--- config.mk ---
export PLATFORM = sky130hd
export DESIGN_NAME = ppc_regs
export DESIGN_NICKNAME = d
export VERILOG_FILES = /design/src/ppc_pkg.sv /design/src/ppc_port_regs.sv /design/src/ppc_regs.sv
export SDC_FILE = /design/constraint.sdc
export NUM_CORES = 1
export LEC_CHECK = 0
export ABC_CLOCK_PERIOD_IN_PS = 2100
export BUFFER_PORTS_ARGS = -buffer_cell sky130_fd_sc_hd__buf_2
export CORE_MARGIN = 3
export CORE_UTILIZATION = 45
export CTS_CLUSTER_DIAMETER = 40
export CTS_CLUSTER_SIZE = 12
export DETAILED_ROUTE_END_ITERATION = 6
export HOLD_SLACK_MARGIN = 0.12
export PLACE_DENSITY = 0.67
export SYNTH_ARGS = -nofsm -noshare
export SYNTH_HDL_FRONTEND = slang
export SYNTH_SLANG_ARGS = --single-unit
--- constraint.sdc ---
create_clock -name sys_clk -period 2.1 [get_ports sys_clk]
set_input_delay 0.42 -clock sys_clk [delete_from_list [all_inputs] [get_ports sys_clk]]
set_output_delay 0.42 -clock sys_clk [all_outputs]
set_load 0.02 [all_outputs]
--- src/ppc_pkg.sv ---
// Purpose: Shared offsets, field positions and reset values for the
//          per-port PHY control and status register bank.
// Assumes: Byte-wide registers on the switch register access port.
// Notes:   Offsets are byte addresses of the switch register space.
package ppc_pkg;

    // Register offsets
    localparam logic [7:0] P1_AN_CTRL_ADDR = 8'h2C;
    localparam logic [7:0] P1_MISC_CTRL_ADDR = 8'h2D;
    localparam logic [7:0] P1_LINK_STAT_ADDR = 8'h2E;
    localparam logic [7:0] P2_AN_CTRL_ADDR = 8'h3C;
    localparam logic [7:0] P2_MISC_CTRL_ADDR = 8'h3D;
    localparam logic [7:0] P2_LINK_STAT_ADDR = 8'h3E;
    localparam logic [7:0] P3_LOOP_CTRL_ADDR = 8'h4D;
    localparam logic [7:0] P4_LOOP_CTRL_ADDR = 8'h5D;

    // Autoneg control field positions
    localparam int AN_DISABLE_BIT = 7;
    localparam int FORCE_SPEED_BIT = 6;
    localparam int FORCE_DUPLEX_BIT = 5;
    localparam int ADV_HI_BIT = 4;

    // Misc control field positions
    localparam int LED_OFF_BIT = 7;
    localparam int TX_DISABLE_BIT = 6;
    localparam int RESTART_AN_BIT = 5;
    localparam int POWER_DOWN_BIT = 3;
    localparam int MDIX_AUTO_OFF_BIT = 2;
    localparam int FORCE_MDI_BIT = 1;
    localparam int MAC_LOOP_BIT = 0;

    // Writable mask of misc control for PHY ports (bit 5 self clears)
    localparam logic [7:0] MISC_RW_MASK = 8'hCF;
    // Writable mask of misc control for MAC-only ports
    localparam logic [7:0] LOOP_RW_MASK = 8'h01;

    // Reset values
    localparam logic [7:0] AN_CTRL_RESET = 8'h5F;
    localparam logic [7:0] MISC_CTRL_RESET = 8'h00;
    localparam logic [7:0] LINK_STAT_RESET = 8'h00;
    localparam logic [7:0] RDATA_RESET = 8'h00;

    // Per-port PHY control toward the analog and negotiation engine
    typedef struct packed {
        logic an_enable;
        logic speed_100;
        logic full_duplex;
        logic [4:0] advertise;
        logic restart_an;
        logic tx_disable;
        logic power_down;
        logic auto_mdix;
        logic force_mdi;
        logic led_off;
    } ppc_phy_ctrl_type;

    // Per-port status from the PHY
    typedef struct packed {
        logic mdi_state;
        logic an_done;
        logic link_good;
        logic [4:0] partner_abil;
    } ppc_phy_stat_type;

endpackage : ppc_pkg

--- src/ppc_port_regs.sv ---
// Purpose: Control and status registers of one copper PHY port.
// Assumes: Write strobes come from the bank decoder; reads are muxed there.
// Notes:   Status inputs are synchronised here before being read.
module ppc_port_regs (
    input wire logic sys_clk,
    input wire logic reset_n,
    input wire logic an_wr,
    input wire logic misc_wr,
    input wire logic [7:0] wr_data,
    input wire ppc_pkg::ppc_phy_stat_type stat_in,
    input wire logic led_a_in,
    input wire logic led_b_in,
    output logic [7:0] an_ctrl,
    output logic [7:0] misc_ctrl,
    output logic [7:0] link_stat,
    output ppc_pkg::ppc_phy_ctrl_type phy_ctrl,
    output logic port_led_out_a,
    output logic port_led_out_b
);

    logic [7:0] next_an_ctrl;
    logic [7:0] next_misc_ctrl;
    logic [7:0] sync_1;
    logic [7:0] sync_2;
    logic [7:0] sync_3;
    logic [7:0] next_link_stat;
    logic an_fail;

    // Register updates on software writes
    always_comb begin
        next_an_ctrl = an_ctrl;
        next_misc_ctrl = misc_ctrl;
        next_misc_ctrl[ppc_pkg::RESTART_AN_BIT] = 1'b0;
        if (an_wr) begin
            next_an_ctrl = wr_data;
        end
        if (misc_wr) begin
            next_misc_ctrl = wr_data & (ppc_pkg::MISC_RW_MASK |
                (8'h01 << ppc_pkg::RESTART_AN_BIT));
        end
    end

    // Status filter: a change is taken once stages two and three agree
    always_comb begin
        next_link_stat = link_stat;
        if (sync_2 == sync_3) begin
            next_link_stat = sync_3;
        end
    end

    always_ff @(posedge sys_clk or negedge reset_n) begin
        if (!reset_n) begin
            an_ctrl <= ppc_pkg::AN_CTRL_RESET;
            misc_ctrl <= ppc_pkg::MISC_CTRL_RESET;
            sync_1 <= ppc_pkg::LINK_STAT_RESET;
            sync_2 <= ppc_pkg::LINK_STAT_RESET;
            sync_3 <= ppc_pkg::LINK_STAT_RESET;
            link_stat <= ppc_pkg::LINK_STAT_RESET;
        end else begin
            an_ctrl <= next_an_ctrl;
            misc_ctrl <= next_misc_ctrl;
            sync_1 <= stat_in;
            sync_2 <= sync_1;
            sync_3 <= sync_2;
            link_stat <= next_link_stat;
        end
    end

    // Negotiation failed: done without a good link
    assign an_fail = link_stat[6] & ~link_stat[5];

    // PHY control derived from the registers
    always_comb begin
        phy_ctrl.an_enable = ~an_ctrl[ppc_pkg::AN_DISABLE_BIT];
        phy_ctrl.speed_100 = an_ctrl[ppc_pkg::FORCE_SPEED_BIT];
        phy_ctrl.full_duplex = an_ctrl[ppc_pkg::FORCE_DUPLEX_BIT] &
            (an_ctrl[ppc_pkg::AN_DISABLE_BIT] | an_fail);
        phy_ctrl.advertise = an_ctrl[ppc_pkg::ADV_HI_BIT:0];
        phy_ctrl.restart_an = misc_ctrl[ppc_pkg::RESTART_AN_BIT];
        phy_ctrl.tx_disable = misc_ctrl[ppc_pkg::TX_DISABLE_BIT];
        phy_ctrl.power_down = misc_ctrl[ppc_pkg::POWER_DOWN_BIT];
        phy_ctrl.auto_mdix = ~misc_ctrl[ppc_pkg::MDIX_AUTO_OFF_BIT];
        phy_ctrl.force_mdi = misc_ctrl[ppc_pkg::MDIX_AUTO_OFF_BIT] &
            misc_ctrl[ppc_pkg::FORCE_MDI_BIT];
        phy_ctrl.led_off = misc_ctrl[ppc_pkg::LED_OFF_BIT];
    end

    assign port_led_out_a = misc_ctrl[ppc_pkg::LED_OFF_BIT] | led_a_in;
    assign port_led_out_b = misc_ctrl[ppc_pkg::LED_OFF_BIT] | led_b_in;

endmodule : ppc_port_regs

--- src/ppc_regs.sv ---
// Purpose: Register bank for the two PHY ports and the MAC loopback
//          bits of the two MII ports.
// Assumes: Byte access port of the switch management interface;
//          status and LED inputs arrive asynchronously from the PHYs.
// Notes:   Reads are registered; unmapped reads return zero.
//
// Operation
// - Autoneg disable bit stops negotiation; speed and duplex come from bits.
// - Forced speed bit: 1 selects 100, 0 selects 10; resets to 1.
// - Forced duplex: 1 full, 0 half, when negotiation off or failed.
// - Bits 4..0 of autoneg control gate each advertised ability.
// - LED off bit forces both port LED outputs high.
// - Power-down bit places the port PHY in power-down.
// - Crossover disable bit turns off automatic MDI/MDI-X selection.
// - With auto crossover off, forced MDI picks MDI, else MDI-X.
// - Port 1 loopback bit loops frames at port 1 MAC.
// - Ports 3 and 4 loopback bit loops that MAC, port 2 monitors.
// - Ports 3 and 4 misc control bits 7..1 are reserved.
// - Status bits 4..0 report link partner abilities, read only.
module ppc_regs (
    input wire logic sys_clk,
    input wire logic reset_n,
    input wire logic reg_wr,
    input wire logic reg_rd,
    input wire logic [7:0] reg_addr,
    input wire logic [7:0] reg_wdata,
    output logic [7:0] reg_rdata,
    output logic reg_rvalid,
    input wire ppc_pkg::ppc_phy_stat_type p1_stat,
    input wire ppc_pkg::ppc_phy_stat_type p2_stat,
    input wire logic [1:0] p1_led_in,
    input wire logic [1:0] p2_led_in,
    output ppc_pkg::ppc_phy_ctrl_type p1_ctrl,
    output ppc_pkg::ppc_phy_ctrl_type p2_ctrl,
    output logic p1_port_led_out_a,
    output logic p1_port_led_out_b,
    output logic p2_port_led_out_a,
    output logic p2_port_led_out_b,
    output logic [3:0] mac_loop_en
);

    logic [7:0] p1_an;
    logic [7:0] p1_misc;
    logic [7:0] p1_link;
    logic [7:0] p2_an;
    logic [7:0] p2_misc;
    logic [7:0] p2_link;
    logic [7:0] p3_loop;
    logic [7:0] p4_loop;
    logic [7:0] next_p3_loop;
    logic [7:0] next_p4_loop;
    logic [7:0] next_rdata;
    logic next_rvalid;

    // Per-port buses of the two copper PHY ports
    wire logic [1:0][7:0] port_an;
    wire logic [1:0][7:0] port_misc;
    wire logic [1:0][7:0] port_link;
    wire ppc_pkg::ppc_phy_stat_type [1:0] port_stat;
    wire ppc_pkg::ppc_phy_ctrl_type [1:0] port_ctrl;
    wire logic [1:0][1:0] port_led_in;
    wire logic [1:0][1:0] port_led_out;

    // Named port pins gathered into and out of the per-port buses
    assign port_stat = {p2_stat, p1_stat};
    assign port_led_in = {p2_led_in, p1_led_in};
    assign {p2_ctrl, p1_ctrl} = port_ctrl;
    assign {p1_port_led_out_b, p1_port_led_out_a} = port_led_out[0];
    assign {p2_port_led_out_b, p2_port_led_out_a} = port_led_out[1];
    assign p1_an = port_an[0];
    assign p2_an = port_an[1];
    assign p1_misc = port_misc[0];
    assign p2_misc = port_misc[1];
    assign p1_link = port_link[0];
    assign p2_link = port_link[1];

    // Copper PHY ports 1 and 2, one register set each
    for (genvar i = 0; i < 2; i++) begin : g_phy_port
        localparam logic [7:0] AN_ADDR = (i == 0) ?
            ppc_pkg::P1_AN_CTRL_ADDR : ppc_pkg::P2_AN_CTRL_ADDR;
        localparam logic [7:0] MISC_ADDR = (i == 0) ?
            ppc_pkg::P1_MISC_CTRL_ADDR : ppc_pkg::P2_MISC_CTRL_ADDR;
        logic an_wr;
        logic misc_wr;
        // Write strobes of this port
        assign an_wr = reg_wr && (reg_addr == AN_ADDR);
        assign misc_wr = reg_wr && (reg_addr == MISC_ADDR);
        ppc_port_regs u_port (
            .sys_clk(sys_clk),
            .reset_n(reset_n),
            .an_wr(an_wr),
            .misc_wr(misc_wr),
            .wr_data(reg_wdata),
            .stat_in(port_stat[i]),
            .led_a_in(port_led_in[i][0]),
            .led_b_in(port_led_in[i][1]),
            .an_ctrl(port_an[i]),
            .misc_ctrl(port_misc[i]),
            .link_stat(port_link[i]),
            .phy_ctrl(port_ctrl[i]),
            .port_led_out_a(port_led_out[i][0]),
            .port_led_out_b(port_led_out[i][1])
        );
    end : g_phy_port

    // MAC-only port loopback registers
    always_comb begin
        next_p3_loop = p3_loop;
        next_p4_loop = p4_loop;
        if (reg_wr && (reg_addr == ppc_pkg::P3_LOOP_CTRL_ADDR)) begin
            next_p3_loop = reg_wdata & ppc_pkg::LOOP_RW_MASK;
        end
        if (reg_wr && (reg_addr == ppc_pkg::P4_LOOP_CTRL_ADDR)) begin
            next_p4_loop = reg_wdata & ppc_pkg::LOOP_RW_MASK;
        end
    end

    // Read mux, registered
    always_comb begin
        next_rvalid = reg_rd;
        next_rdata = 8'h00;
        if (reg_rd) begin
            case (reg_addr)
                ppc_pkg::P1_AN_CTRL_ADDR: next_rdata = p1_an;
                ppc_pkg::P1_MISC_CTRL_ADDR: next_rdata = p1_misc;
                ppc_pkg::P1_LINK_STAT_ADDR: next_rdata = p1_link;
                ppc_pkg::P2_AN_CTRL_ADDR: next_rdata = p2_an;
                ppc_pkg::P2_MISC_CTRL_ADDR: next_rdata = p2_misc;
                ppc_pkg::P2_LINK_STAT_ADDR: next_rdata = p2_link;
                ppc_pkg::P3_LOOP_CTRL_ADDR: next_rdata = p3_loop;
                ppc_pkg::P4_LOOP_CTRL_ADDR: next_rdata = p4_loop;
                default: next_rdata = 8'h00;
            endcase
        end
    end

    always_ff @(posedge sys_clk or negedge reset_n) begin
        if (!reset_n) begin
            p3_loop <= ppc_pkg::MISC_CTRL_RESET;
            p4_loop <= ppc_pkg::MISC_CTRL_RESET;
            reg_rdata <= ppc_pkg::RDATA_RESET;
            reg_rvalid <= 1'b0;
        end else begin
            p3_loop <= next_p3_loop;
            p4_loop <= next_p4_loop;
            reg_rdata <= next_rdata;
            reg_rvalid <= next_rvalid;
        end
    end

    assign mac_loop_en[0] = p1_misc[ppc_pkg::MAC_LOOP_BIT];
    assign mac_loop_en[1] = p2_misc[ppc_pkg::MAC_LOOP_BIT];
    assign mac_loop_en[2] = p3_loop[ppc_pkg::MAC_LOOP_BIT];
    assign mac_loop_en[3] = p4_loop[ppc_pkg::MAC_LOOP_BIT];

endmodule : ppc_regs

**After elaboration in Yosys (flattened, before gate mapping)**

Index checks and enable logic that the tools add are counted.

- Bits of input ports: 40
- Output and inout bits: 45
- Bits in registers: 105
- Logic and storage cells: 56

- Multiplexer cells: 4
- Bitwise logic cells: 18
- Eq/ne operators: 10
- Reductions and logical operators: 6

Operator list:

| cell | count |
|---|---|
| 8-bit one-hot mux with 8 select lines | 1 |
| 8-bit by 6-bit == test with 1-bit output (second input constant) | 6 |
| 8-bit by 7-bit == test with 1-bit output (second input constant) | 2 |
| 8-bit == test | 2 |
| 6-bit 2-to-1 mux | 2 |
| 8-bit 2-to-1 mux | 1 |
| 1-bit bitwise AND | 6 |
| 1-bit logical AND | 6 |
| 1-bit inverter | 6 |
| 1-bit OR | 6 |

**Depth between registers and ports, before layout**

- Depth after elaboration: 4
- Depth in mapped cells: 6
- Depth with buffers taken out: 4

**Modules after synthesis**

A second synthesis with hierarchy kept.

- Cells, all modules: 300
- Area total of the unflattened synthesis: 4242.8 sq um

By module, submodules not included:

| module | area each (sq um) | cells each | instances | sequential area each (sq um) |
|---|---|---|---|---|
| ppc_port_regs | 1652.8 | 104 | 2 | 1183.6 |
| ppc_regs | 937.1 | 92 | 1 | 275.3 |

**Worst setup path after synthesis**

No wires, ideal clock.

- Path type: input-to-reg
- Start: input port reg_addr[1]
- End: register p3_loop[0]
- Stages: 6
- Setup slack: 0.470 ns
- Required time: 1.973 ns
- Data arrival time: 1.503 ns
- Path through: buf_2 and4b_1 buf_2 nand3_1 nor2_1 mux2_1

- Word-level cells in the longest chain between the ends: 2

RTL lines:

| what | line | RTL |
|---|---|---|
| start: declaration | ppc_regs.sv:25 | `input wire logic [7:0] reg_addr,` |
| 8-bit by 7-bit == test with 1-bit output | ppc_regs.sv:110 | `if (reg_wr && (reg_addr == ppc_pkg::P3_LOOP_CTRL_ADDR)) begin` |
| 1-bit logical AND | ppc_regs.sv:110 |  |
| end signal: assignment | ppc_regs.sv:139 | `p3_loop <= ppc_pkg::MISC_CTRL_RESET;` |
| end signal: assignment | ppc_regs.sv:144 | `p3_loop <= next_p3_loop;` |
| end: declaration | ppc_regs.sv:48 | `logic [7:0] p3_loop;` |

No other way between the ends.
A chain may end at the register's enable or synchronous reset.

==> impl_metrics.env <==
export IMPL_power_density_mw_per_mm2=748.3
export IMPL_cp_arrival_ns=1.38
export IMPL_cts_sinks=105
export IMPL_intPower_mw=2.742
export IMPL_start_kind="flip-flop"
export IMPL_max_clock_freq_ghz=0.5564
export IMPL_viasPerCell=5.010
export IMPL_grt_pass1_vias=2664
export IMPL_postSynthAreaPerCell_um2=14.20
export IMPL_critical_path_top_delay_family="flip-flops"
export IMPL_finalHoldViolCount=0
export IMPL_synth_seq_cells=105
export IMPL_p_sw_uw=915.4
export IMPL_drv_cap=0
export IMPL_ctsResizeCount=0
export IMPL_cp_cell_sequence="nand2b_1 > a21boi_0 > buf_2"
export IMPL_syn_area_mm2=0.004288
export IMPL_endpoint_kind="output pin"
export IMPL_die_x_um=103.6
export IMPL_cts_tree="yes"
export IMPL_slew_viol_final=0
export IMPL_slowest_stage="dfrtp_1"
export IMPL_hold_start="p1_stat[0]"
export IMPL_synthArstFlopShare_pct=100.0
export IMPL_path_buf_inv=1
export IMPL_timing_rr_start="g_phy_port[0].u_port.sync_3[3]"
export IMPL_yosysSeqAreaShare_pct=61.63
export IMPL_worst_slew_pin_slew_ns=0.5087
export IMPL_worst_ep_required_time_ns=1.68
export IMPL_total_leakage_power_nw=2.426
export IMPL_cts_htree_levels=3
export IMPL_syn_num_nets=342
export IMPL_swShare_pct=25.03
export IMPL_hold_path_depth=1
export IMPL_routed_wl_mm=8.352
export IMPL_drive_gt1_share_pct=40.69
export IMPL_place_congestion=0.8800
export IMPL_holdPathEnd="g_phy_port[0].u_port.sync_1[0]"
export IMPL_hp_class="in2reg"
export IMPL_syn_inst=302
export IMPL_grtUsageTotal_pct=16.44
export IMPL_clock_latency_ns=0.36
export IMPL_syn2layout_area_growth_pct=13.98
export IMPL_vdd_drop_max_v=0.0002950
export IMPL_grt_pass1_wl_mm=13.98
export IMPL_finalSetupViolations=0
export IMPL_drt_iter0_markers=108
export IMPL_synth_edf_count=0
export IMPL_avgRoutedWirePerCell_um=16.64
export IMPL_skew_ns=0.01492
export IMPL_cts_max_path_buffers=2
export IMPL_vias=2515
export IMPL_row_count=34
export IMPL_cts_buffers_inserted=9
export IMPL_dieArea_mm2=0.01074
export IMPL_nNetsFinal=411
export IMPL_hold_buffers=1
export IMPL_finalSetupTns_ns=0
export IMPL_ys_flop_type="dfrtp_1"
export IMPL_slowest_delay_ns=0.41
export IMPL_power_frac_comb_pct=10.0
export IMPL_core_area_mm2=0.008976
export IMPL_cts_root_buffer="clkbuf_8"
export IMPL_p_seq_share_pct=61.0
export IMPL_path_max_fanout=3
export IMPL_fin_hold_ws_ns=0.1564
export IMPL_synth_warning_count=0
export IMPL_dr_pass1_iters=4
export IMPL_rr_worst_depth=4
export IMPL_drc_errors=0
export IMPL_post_route_period_util_pct=85.58
export IMPL_antenna_left=0
export IMPL_status="complete, no violations"
export IMPL_initial_core_util_pct=47.77
export IMPL_rsz0062_at_grt="false"
export IMPL_gr_total_overflow=0
export IMPL_cts_reportedPaths_clkPinSlew_ns=0.10
export IMPL_die_h_um=103.6
export IMPL_relSlewSlack_pct=66.09
export IMPL_path_class="reg2out"
export IMPL_dp_hpwl_mm=6.274
export IMPL_fill_cells=789
export IMPL_antenna_found_initial=1
export IMPL_io_buffers=84
export IMPL_grt_max_degree=43
export IMPL_startpoint="g_phy_port[1].u_port.link_stat[5]"
export IMPL_n_antenna_cell=0
export IMPL_rr_endpoint="g_phy_port[0].u_port.link_stat[2]"
export IMPL_reg2reg_slack_ns=0.32
export IMPL_postCtsSetupRepairBufs=0
export IMPL_synth_distinct_cells=43
export IMPL_post_route_min_period_ns=1.797
export IMPL_clkPwrFrac_pct=29.0
export IMPL_ios=85
-- cell type report --
class | instances | area, µm² | share of cell area, %
flip-flops and latches | 105 | 2643 | 54.07
multi-input cells | 157 | 1400 | 28.65
repair buffers | 91 | 503.0 | 10.29
well taps | 126 | 157.7 | 3.226
clock buffers | 12 | 135.1 | 2.765
inverters | 7 | 26.28 | 0.5376
clock inverters | 4 | 22.52 | 0.4608
-- layout by cell type (no fill, tap or decap), types with 2 or more instances in the layout --
master	synthesis	final
a211oi_1	6	6
a21boi_0	2	2
a21oi_1	5	5
a22o_1	2	2
a31oi_1	5	5
a32o_1	2	2
and2_1	4	4
buf_12	0	2
buf_2	7	83
buf_4	23	5
clkbuf_1	3	3
clkbuf_8	0	9
clkinv_2	0	3
dfrtp_1	93	93
dfstp_2	12	12
inv_1	7	7
mux2_1	23	23
mux2_2	17	17
mux2_4	8	8
mux2i_1	9	9
nand2_1	5	5
nand2b_1	2	2
nand3_1	8	8
nand3_4	2	2
nand4_1	2	2
nor2_1	9	9
nor2b_1	2	2
nor3_1	4	4
nor3b_1	2	2
nor4_1	4	4
or2_2	4	4
xor2_1	16	16
-- cell usage after synthesis (2+ instances only) --
master	instances	area share [%]
nand3_4	2	0.82
dfstp_2	12	7.4
dfrtp_1	93	54
mux2_2	17	4.5
mux2_4	8	2.8
mux2_1	23	6.0
nand4_1	2	0.29
nor3_1	4	0.47
nor2b_1	2	0.29
mux2i_1	9	2.1
nand3_1	8	0.93
a21oi_1	5	0.58
nand2b_1	2	0.29
xor2_1	16	3.3
buf_2	7	0.82
nor2_1	9	0.79
nor3b_1	2	0.35
a31oi_1	5	0.73
or2_2	4	0.58
inv_1	7	0.61
buf_4	23	4.0
a211oi_1	6	1.1
and2_1	4	0.58
nand2_1	5	0.44
a22o_1	2	0.41
a21boi_0	2	0.35
clkbuf_1	3	0.26
nor4_1	4	0.58
a32o_1	2	0.47
-- routing by layer --
metal,global-route usage [%],vias to the layer above,share of wire (%)
li1,-,1168,-
met1,21.13,1247,44
met2,26.78,84,49
met3,4.602,14,5.3
met4,5.983,2,2.2
met5,0,-,0.22
-- through the flow --
step	area, µm²	power [mW]	instances	setup WS, ns	utilization [%]
floorplan	4288	2.483	302	0.4695	-
global placement	4720	2.628	485	0.1960	52.58
detailed placement	4720	2.641	485	0.1872	52.58
CTS	4887	3.710	502	0.2613	54.45
global route	4887	3.844	502	0.2078	54.45
finish	4887	3.657	502	0.3028	54.45
-- power by group through the flow --
stage / clock, mW / sequential, mW / combinational, mW
final: 1.06 / 2.23 / 0.364
after global routing: 1.19 / 2.25 / 0.403
after CTS: 1.10 / 2.23 / 0.372
after detailed placement: 0 / 2.27 / 0.367
after global placement: 0 / 2.27 / 0.360
after floorplan: 0 / 2.24 / 0.238
-- cells by family after synthesis --
kind of cell | count (synthesis) | share of synthesized area (%)
DFF | 105 | 61.63
muxes | 58 | 15.93
and+or+nand+nor | 58 | 9.337
buffers and inverters | 40 | 5.719
AOI/OAI and AO/OA | 25 | 4.114
xor gates and xnor gates | 16 | 3.268
-- registers in the layout (all words and copies together), names as in the netlist --
register,flops
p4_loop,1
g_phy_port.u_port.an_ctrl,16
reg_rvalid,1
g_phy_port.u_port.sync_2,16
g_phy_port.u_port.sync_1,16
p3_loop,1
g_phy_port.u_port.sync_3,16
reg_rdata,8
g_phy_port.u_port.link_stat,16
g_phy_port.u_port.misc_ctrl,14
-- worst max path at each step --
stage / slack [ns] / to / depth (start not counted)
final: 0.30 / p2_ctrl[11] / 3
after CTS: 0.26 / p2_ctrl[11] / 3
after global placement: 0.20 / g_phy_port[1].u_port.an_ctrl[5] / 5
after global routing: 0.21 / p2_ctrl[11] / 3
after floorplan: 0.47 / p3_loop[0] / 6
after detailed placement: 0.19 / g_phy_port[1].u_port.an_ctrl[7] / 5
(Power assumes the default switching activity.)
